### config.mk
export PLATFORM = sky130hd
export DESIGN_NAME = nvs_host
export DESIGN_NICKNAME = d
export VERILOG_FILES = /design/src/hw/nvs_pkg.sv /design/src/hw/nvs_sync.sv /design/src/hw/nvs_host.sv
export SDC_FILE = /design/constraint.sdc
export NUM_CORES = 1
export LEC_CHECK = 0
export BUFFER_PORTS_ARGS = -buffer_cell sky130_fd_sc_hd__buf_2
export CORE_MARGIN = 4
export CORE_UTILIZATION = 45
export CTS_BUF_LIST = sky130_fd_sc_hd__clkbuf_8
export DETAILED_ROUTE_END_ITERATION = 16
export PLACE_DENSITY_LB_ADDON = 0.05
export SETUP_SLACK_MARGIN = 0.4
export SKIP_CTS_REPAIR_TIMING = 1
export SYNTH_ARGS = -nofsm -noshare
export SYNTH_HDL_FRONTEND = slang
export SYNTH_SLANG_ARGS = --single-unit
### constraint.sdc
create_clock -name clk_sys -period 4.3 [get_ports clk_sys]
set_clock_uncertainty 0.2 [all_clocks]
set_input_delay 0.43 -clock clk_sys [delete_from_list [all_inputs] [get_ports clk_sys]]
set_output_delay 0.43 -clock clk_sys [all_outputs]
set_load 0.03 [all_outputs]
### src/hw/nvs_pkg.sv
// Package: pins, commands, sequence addresses and timing for the nonvolatile SRAM host controller
package nvs_pkg;

  // ------------------------------------------------------------
  // Bus widths
  // ------------------------------------------------------------
  localparam int ADDR_W = 17;
  localparam int DATA_W = 16;
  localparam int MATCH_HI = 14;
  localparam int MATCH_LO = 2;
  localparam int MATCH_W = MATCH_HI - MATCH_LO + 1;

  // ------------------------------------------------------------
  // Sequence addresses
  // ------------------------------------------------------------
  localparam logic [15:0] SEQ_A1 = 16'h4E38;
  localparam logic [15:0] SEQ_A2 = 16'hB1C7;
  localparam logic [15:0] SEQ_A3 = 16'h83E0;
  localparam logic [15:0] SEQ_A4 = 16'h7C1F;
  localparam logic [15:0] SEQ_A5 = 16'h703F;
  localparam logic [15:0] SEQ_STORE = 16'h8FC0;
  localparam logic [15:0] SEQ_RECALL = 16'h4C63;
  localparam logic [15:0] SEQ_AS_OFF = 16'h8B45;
  localparam logic [15:0] SEQ_AS_ON = 16'h4B46;

  // ------------------------------------------------------------
  // Timing
  // ------------------------------------------------------------
  localparam int CLK_NS = 20;
  localparam int RD_ACCESS_NS = 60;
  localparam int RD_ACCESS_CYC = (RD_ACCESS_NS + CLK_NS - 1) / CLK_NS;
  localparam int RD_RECOVER_NS = 20;
  localparam int RD_RECOVER_CYC = (RD_RECOVER_NS + CLK_NS - 1) / CLK_NS;
  localparam int STORE_MS = 8;
  localparam int STORE_CYC = STORE_MS * 1000000 / CLK_NS;
  localparam int RECALL_US = 200;
  localparam int RECALL_CYC = RECALL_US * 1000 / CLK_NS;
  localparam int BUSY_WAIT_US = 30;
  localparam int BUSY_WAIT_CYC = BUSY_WAIT_US * 1000 / CLK_NS;

  // ------------------------------------------------------------
  // Commands and carriers
  // ------------------------------------------------------------
  typedef enum logic [2:0] {
    CMD_READ   = 3'h0,
    CMD_WRITE  = 3'h1,
    CMD_STORE  = 3'h2,
    CMD_RECALL = 3'h3,
    CMD_AS_OFF = 3'h4,
    CMD_AS_ON  = 3'h5
  } nvs_cmd_t;

  typedef struct packed {
    nvs_cmd_t                  cmd;
    logic [ADDR_W-1:0]         addr;
    logic [DATA_W-1:0]         wdata;
    logic [1:0]                byte_en;
  } nvs_req_t;

  typedef struct packed {
    logic                      ce_n;
    logic                      oe_n;
    logic                      we_n;
    logic                      upper_byte_enable_n;
    logic                      lower_byte_enable_n;
    logic [ADDR_W-1:0]         addr;
  } nvs_pins_t;

endpackage : nvs_pkg

### src/hw/nvs_sync.sv
// Two-flop synchroniser for one pin
`timescale 1ns/10ps
module nvs_sync (
  input  wire logic clk_sys,
  input  wire logic reset,
  input  wire logic pin_in,
  output logic      pin_out
);
  logic meta_q;

  always_ff @(posedge clk_sys or posedge reset) begin
    if (reset) begin
      meta_q  <= 1'b1;
      pin_out <= 1'b1;
    end else begin
      meta_q  <= pin_in;
      pin_out <= meta_q;
    end
  end
endmodule : nvs_sync

### src/hw/nvs_host.sv
// Host controller driving a nonvolatile SRAM: plain access and store/recall sequences
//
// Operation
// - Store needs six reads in exact order
// - Sequence reads keep write enable high
// - Recall uses prefix then read 0x4C63
// - Prefix then 0x8B45 disables automatic store
// - Prefix then 0x4B46 enables automatic store
// - Follow setting change with a store (host only raises store_pending; the store itself is left to the requester)
`timescale 1ns/10ps
module nvs_host #(
  parameter int STORE_CYC     = nvs_pkg::STORE_CYC,
  parameter int RECALL_CYC    = nvs_pkg::RECALL_CYC,
  parameter int BUSY_WAIT_CYC = nvs_pkg::BUSY_WAIT_CYC
) (
  input  wire logic                        clk_sys,
  input  wire logic                        reset,
  input  wire logic                        req_valid,
  input  nvs_pkg::nvs_req_t                req,
  output logic                             req_ready,
  output logic                             rsp_valid,
  output logic [nvs_pkg::DATA_W-1:0]       rsp_rdata,
  output logic                             store_pending,
  output nvs_pkg::nvs_pins_t               pins,
  input  wire logic [nvs_pkg::DATA_W-1:0]  dq_in,
  output logic [nvs_pkg::DATA_W-1:0]       dq_out,
  output logic                             dq_oe,
  input  wire logic                        store_busy_n_in,
  output logic                             store_busy_n_out,
  output logic                             store_busy_n_oe
);

  // ------------------------------------------------------------
  // Types and counters
  // ------------------------------------------------------------
  typedef enum logic [6:0] {
    ST_BOOT  = 7'b000_0001,
    ST_IDLE  = 7'b000_0010,
    ST_ACC   = 7'b000_0100,
    ST_GAP   = 7'b000_1000,
    ST_XFER  = 7'b001_0000,
    ST_WBUSY = 7'b010_0000,
    ST_DONE  = 7'b100_0000
  } nvs_state_t;

  localparam int CNT_W = 32;
  localparam logic [2:0] LAST_STEP = 3'h5;

  nvs_state_t          state_q;
  logic [CNT_W-1:0]    cnt_q;
  logic [2:0]          step_q;
  logic [15:0]         seq_last_q;
  logic                seq_mode_q;
  logic                is_write_q;
  logic                busy_sync;

  nvs_sync u_busy_sync (
    .clk_sys (clk_sys),
    .reset   (reset),
    .pin_in  (store_busy_n_in),
    .pin_out (busy_sync)
  );

  function automatic logic [15:0] seq_addr(input logic [2:0] s, input logic [15:0] last);
    case (s)
      3'h0:    seq_addr = nvs_pkg::SEQ_A1;
      3'h1:    seq_addr = nvs_pkg::SEQ_A2;
      3'h2:    seq_addr = nvs_pkg::SEQ_A3;
      3'h3:    seq_addr = nvs_pkg::SEQ_A4;
      3'h4:    seq_addr = nvs_pkg::SEQ_A5;
      default: seq_addr = last;
    endcase
  endfunction : seq_addr

  function automatic logic [15:0] last_addr(input nvs_pkg::nvs_cmd_t c);
    case (c)
      nvs_pkg::CMD_RECALL: last_addr = nvs_pkg::SEQ_RECALL;
      nvs_pkg::CMD_AS_OFF: last_addr = nvs_pkg::SEQ_AS_OFF;
      nvs_pkg::CMD_AS_ON:  last_addr = nvs_pkg::SEQ_AS_ON;
      default:             last_addr = nvs_pkg::SEQ_STORE;
    endcase
  endfunction : last_addr

  // ------------------------------------------------------------
  // Sequencer
  // ------------------------------------------------------------
  always_ff @(posedge clk_sys or posedge reset) begin
    if (reset) begin
      state_q    <= ST_BOOT;
      cnt_q      <= '0;
      step_q     <= 3'h0;
      seq_last_q <= nvs_pkg::SEQ_STORE;
      seq_mode_q <= 1'b0;
      is_write_q <= 1'b0;
      req_ready  <= 1'b0;
      rsp_valid  <= 1'b0;
      rsp_rdata  <= '0;
      pins       <= '{ce_n: 1'b1, oe_n: 1'b1, we_n: 1'b1, upper_byte_enable_n: 1'b1,
                      lower_byte_enable_n: 1'b1, addr: '0};
      dq_out     <= '0;
      dq_oe      <= 1'b0;
    end else begin
      rsp_valid <= 1'b0;
      case (state_q)
        ST_BOOT: begin
          // Wait out power-up recall; no access while busy low
          if (!busy_sync) begin
            cnt_q <= '0;
          end else if (cnt_q >= CNT_W'(RECALL_CYC)) begin
            state_q   <= ST_IDLE;
            req_ready <= 1'b1;
          end else begin
            cnt_q <= cnt_q + 1'b1;
          end
        end
        ST_IDLE: begin
          if (req_valid && busy_sync) begin
            req_ready  <= 1'b0;
            cnt_q      <= '0;
            step_q     <= 3'h0;
            seq_last_q <= last_addr(req.cmd);
            seq_mode_q <= (req.cmd != nvs_pkg::CMD_READ) && (req.cmd != nvs_pkg::CMD_WRITE);
            is_write_q <= (req.cmd == nvs_pkg::CMD_WRITE);
            state_q    <= ST_ACC;
            pins.ce_n  <= 1'b0;
            if (req.cmd == nvs_pkg::CMD_WRITE) begin
              pins.addr <= req.addr;
              pins.we_n <= 1'b0;
              pins.upper_byte_enable_n <= ~req.byte_en[1];
              pins.lower_byte_enable_n <= ~req.byte_en[0];
              dq_out    <= req.wdata;
              dq_oe     <= 1'b1;
            end else if (req.cmd == nvs_pkg::CMD_READ) begin
              pins.addr <= req.addr;
              pins.oe_n <= 1'b0;
              pins.upper_byte_enable_n <= ~req.byte_en[1];
              pins.lower_byte_enable_n <= ~req.byte_en[0];
            end else begin
              // Sequence reads: only bits 14..2 matter, bit 16 driven zero
              pins.addr <= {1'b0, nvs_pkg::SEQ_A1};
              pins.oe_n <= 1'b0;
              pins.upper_byte_enable_n <= 1'b0;
              pins.lower_byte_enable_n <= 1'b0;
            end
          end
        end
        ST_ACC: begin
          if (cnt_q >= CNT_W'(nvs_pkg::RD_ACCESS_CYC - 1)) begin
            cnt_q     <= '0;
            pins.ce_n <= 1'b1;
            pins.oe_n <= 1'b1;
            pins.we_n <= 1'b1;
            dq_oe     <= 1'b0;
            if (!is_write_q && !seq_mode_q) begin
              rsp_rdata <= dq_in;
            end
            state_q <= ST_GAP;
          end else begin
            cnt_q <= cnt_q + 1'b1;
          end
        end
        ST_GAP: begin
          if (cnt_q >= CNT_W'(nvs_pkg::RD_RECOVER_CYC - 1)) begin
            cnt_q <= '0;
            if (seq_mode_q && step_q != LAST_STEP) begin
              // Back-to-back reads, nothing else interleaved
              step_q    <= step_q + 3'h1;
              state_q   <= ST_ACC;
              pins.ce_n <= 1'b0;
              pins.oe_n <= 1'b0;
              pins.addr <= {1'b0, seq_addr(step_q + 3'h1, seq_last_q)};
            end else if (seq_mode_q && (seq_last_q == nvs_pkg::SEQ_STORE ||
                                        seq_last_q == nvs_pkg::SEQ_RECALL)) begin
              state_q <= ST_XFER;
            end else begin
              state_q <= ST_DONE;
            end
          end else begin
            cnt_q <= cnt_q + 1'b1;
          end
        end
        ST_XFER: begin
          // Chip disabled for the whole transfer time
          if (cnt_q >= CNT_W'((seq_last_q == nvs_pkg::SEQ_STORE) ? STORE_CYC : RECALL_CYC)) begin
            cnt_q   <= '0;
            state_q <= ST_WBUSY;
          end else begin
            cnt_q <= cnt_q + 1'b1;
          end
        end
        ST_WBUSY: begin
          // Store keeps busy low until done; wait for release
          if (busy_sync) begin
            state_q <= ST_DONE;
          end else if (cnt_q < CNT_W'(BUSY_WAIT_CYC)) begin
            cnt_q <= cnt_q + 1'b1;
          end
        end
        default: begin
          rsp_valid <= 1'b1;
          req_ready <= 1'b1;
          state_q   <= ST_IDLE;
        end
      endcase
    end
  end

  // ------------------------------------------------------------
  // Store reminder and busy pin
  // ------------------------------------------------------------
  always_ff @(posedge clk_sys or posedge reset) begin
    if (reset) begin
      store_pending <= 1'b0;
    end else if (state_q == ST_XFER && seq_last_q == nvs_pkg::SEQ_STORE) begin
      store_pending <= 1'b0;
    end else if (state_q == ST_DONE && seq_mode_q &&
                 (seq_last_q == nvs_pkg::SEQ_AS_OFF || seq_last_q == nvs_pkg::SEQ_AS_ON)) begin
      store_pending <= 1'b1;
    end
  end

  always_ff @(posedge clk_sys or posedge reset) begin
    if (reset) begin
      store_busy_n_out <= 1'b0;
      store_busy_n_oe  <= 1'b0;
    end else begin
      store_busy_n_out <= 1'b0;
      store_busy_n_oe  <= 1'b0;
    end
  end

endmodule : nvs_host

==> out/metrics.csv <==
stage,metric,value,unit
die,start_util,0.465,
final_layout,finalNetCount,734,
setup_path,crit_cells,12,
final_layout,layout_commonest_cell,buf_2,
logic_synthesis,yosysSeqAreaShare,0.498,
drt,dr.pass1.iters,4,
drt,wl,13500,um
final_layout,regArea,2820,um2
die,core_area,12200,um2
logic_synthesis,muxShareOfSynthArea,0.0654,
global_route,overflow,0,
drt,postRouteAntennaNets,0,
clock_network,cts_made_buffers,9,
clock_network,cts-root-buf,clkbuf_8,
drt,drc,0,
sta,hold_violations,0,
logic_synthesis,synth_fa_ha_area_frac,0.0287,
setup_path,cp.buffers_inverters,2,
sta,finalCriticalPeriod,3.56,ns
sta,holdWs,0.0604,ns
setup_path,worstSetupPathType,register to register,
place,dp_hpwl,9850,um
logic_synthesis,synth_xor_area_frac,0.00309,
sta,setup_tns,0,ns
sta,period_share,0.829,
sta,tightest_slew,1.07,ns
sta,drv_slew,0,
die,ios,118,
global_route,grt_pass1_wl,22900,um
setup_path,path_delay_family,compound AO/OA/AOI/OAI gates,
drt,wire_per_inst,16.2,um
final_layout,mostFrequentLayoutCells,"buf_2, dfrtp_1, nand2_1",
setup_path,worst_setup_path_start_kind,register,
logic_synthesis,synth-compound-area-share,0.174,
clock_network,clk_pin_slew,0.11,ns
clock_network,cts_tree,built,
setup_path,worstPathRequired,4.43,ns
logic_synthesis,synthSimpleGateAreaFrac,0.192,
drt,num_vias,4550,
place,place.gp.congestion,0.874,
logic_synthesis,syn-instance-count,559,
logic_synthesis,synth_warnings,0,
logic_synthesis,synth_cell_types,68,
die,rows,40,
logic_synthesis,synth-edff-count,0,
drt,drtIter0Drc,452,
worst_hold_path,hold_path.class,input port to register,
logic_synthesis,async_flop_share,1.00,
place,io_buffers,115,
die,fp.dieW,120,um
clock_network,clkLatencyLatePin,0.39,ns
setup_path,cpMostUsedCell,buf_4,
pwr,p_per_area,658,nW/um2
global_route,grt_max_degree,54,
final_layout,multi_input_area,2650,um2
logic_synthesis,syn_avg_cell_area,10.1,um2
setup_path,cp_slowest_cell,dfstp_2,
setup_path,path_cells,nor4bb_1 > nand4_1 > buf_4 > ha_1 > a21o_1 > a2111oi_1 > a211oi_1 > a311oi_2 > o22ai_2 > buf_4 > nor4_1 > a211o_1,
job,max_cap_violations,0,
final_layout,drive_gt1_frac,0.296,
global_route,grt_pass1_vias,4520,
clock_network,clk_path_buf_depth,2,
setup_path,crit_path_max_incr_delay,0.59,ns
setup_path,cp.arrival,3.70,ns
die,dieArea,14400,um2
setup_path,timing.critical_path.to_type,register,
logic_synthesis,ys_ff_latch,112,
drt,vias_per_cell,5.44,
sta,slew_headroom,0.290,
pwr,p_leak,3.21,nW
sta,setup_viol,0,
setup_path,rr_worst_depth,12,
setup_path,worstPathMaxFanout,24,
sta,rsz0062_at_grt,no,
final_layout,num_antenna_cells,0,
logic_synthesis,ys.flop_type,dfrtp_1,
clock_network,h-tree-depth,3,
global_route,antenna_found_initial,0,
final_layout,fillers,1124,
status,status,completed,
clock_network,cts_sinks,112,
sta,fmax,281,MHz
worst_hold_path,hold_depth,2,
logic_synthesis,synth_top_family_by_area,simple AND/OR/NAND/NOR gates,
pwr,vdd_drop_max,0.437,mV
global_route,gr-usage-all-layers,0.195,
final_layout,area_growth,16.8,%
logic_synthesis,synth_area,5660,um2
die,fp.dieH,120,um
[per-stage QoR]
| step | std cells | worst slack (ns) | utilization | power [mW] | cell area [um2] |
|---|---|---|---|---|---|
| 2_1_floorplan | 560 | 0.673 | - | 3.16 | 5660 |
| 6_report | 836 | 0.735 | 0.544 | 4.35 | 6610 |
| 3_3_place_gp | 816 | 0.796 | 0.522 | 3.66 | 6350 |
| 3_5_place_dp | 816 | 0.634 | 0.522 | 3.71 | 6350 |
| 5_1_grt | 836 | 0.445 | 0.544 | 4.67 | 6610 |
| 4_1_cts | 832 | 0.602 | 0.540 | 4.39 | 6560 |
[worst paths after layout]
check | startpoint | to | slack (ns)
min reg2reg | u_busy_sync.meta_q | u_busy_sync.pin_out | 0.15
max reg2reg | seq_last_q[9] | cnt_q[17] | 0.74
min in group asynchronous | reset | dq_out[12] | 0.37
max in group asynchronous | reset | cnt_q[23] | 2.51
min | dq_in[3] | rsp_rdata[3] | 0.06
max | seq_last_q[9] | cnt_q[17] | 0.74
[cell families (layout without fill, tap and decap cells)]
family,after synthesis,in the layout
mux,33,33
fa+ha+maj,13,13
flops,112,112
simple gates,212,212
other cells,1,2
compound gates,136,136
buf+inv,50,158
xor+xnor,2,2
[power breakdown]
| group | leakage (nW) | switching [mW] | internal, mW | total (mW) |
|---|---|---|---|---|
| Combinational | 1.67 | 1.28 | 0.713 | 1.99 |
| Sequential | 1.44 | 0.293 | 1.40 | 1.69 |
| Clock | 0.109 | 0.374 | 0.294 | 0.668 |
[cells in the mapped netlist, types with 10 or more instances]
| library cell | count | area share |
|---|---|---|
| nand2_1 | 70 | 0.046 |
| dfstp_2 | 12 | 0.056 |
| ha_1 | 13 | 0.029 |
| a21oi_1 | 23 | 0.020 |
| nor4_1 | 10 | 0.011 |
| nand3_1 | 17 | 0.015 |
| o21ai_0 | 24 | 0.021 |
| and2_1 | 16 | 0.018 |
| inv_1 | 17 | 0.011 |
| clkbuf_1 | 19 | 0.013 |
| mux2_2 | 26 | 0.052 |
| a21o_1 | 13 | 0.017 |
| nor2_1 | 39 | 0.026 |
| dfrtp_1 | 100 | 0.44 |
[layout make-up]
cell class,count,share of cell area
sequential,112,0.426
clock buffer,10,0.0208
timing repair buffer,125,0.0999
tap,168,0.0318
inverter,17,0.0100
multi-input combinational,398,0.400
clock inverter,6,0.0110
[metal layers]
layer  part of all wire  vias up  GRT usage
met3              0.066       16     0.0646
met4              0.013        0     0.0480
met5                  0        -          0
li1                   -     2226          -
met2               0.45      128      0.286
met1               0.47     2180      0.279
[flip-flops by register name, indices dropped and copies added, names as in the netlist]
name	cells
rsp_valid	1
store_pending	1
pins	22
u_busy_sync.meta_q	1
is_write_q	1
cnt_q	32
seq_mode_q	1
state_q	7
rsp_rdata	16
seq_last_q	8
dq_out	16
step_q	3
dq_oe	1
u_busy_sync.pin_out	1
req_ready	1
Note: power is estimated with default switching activity, not from simulation.
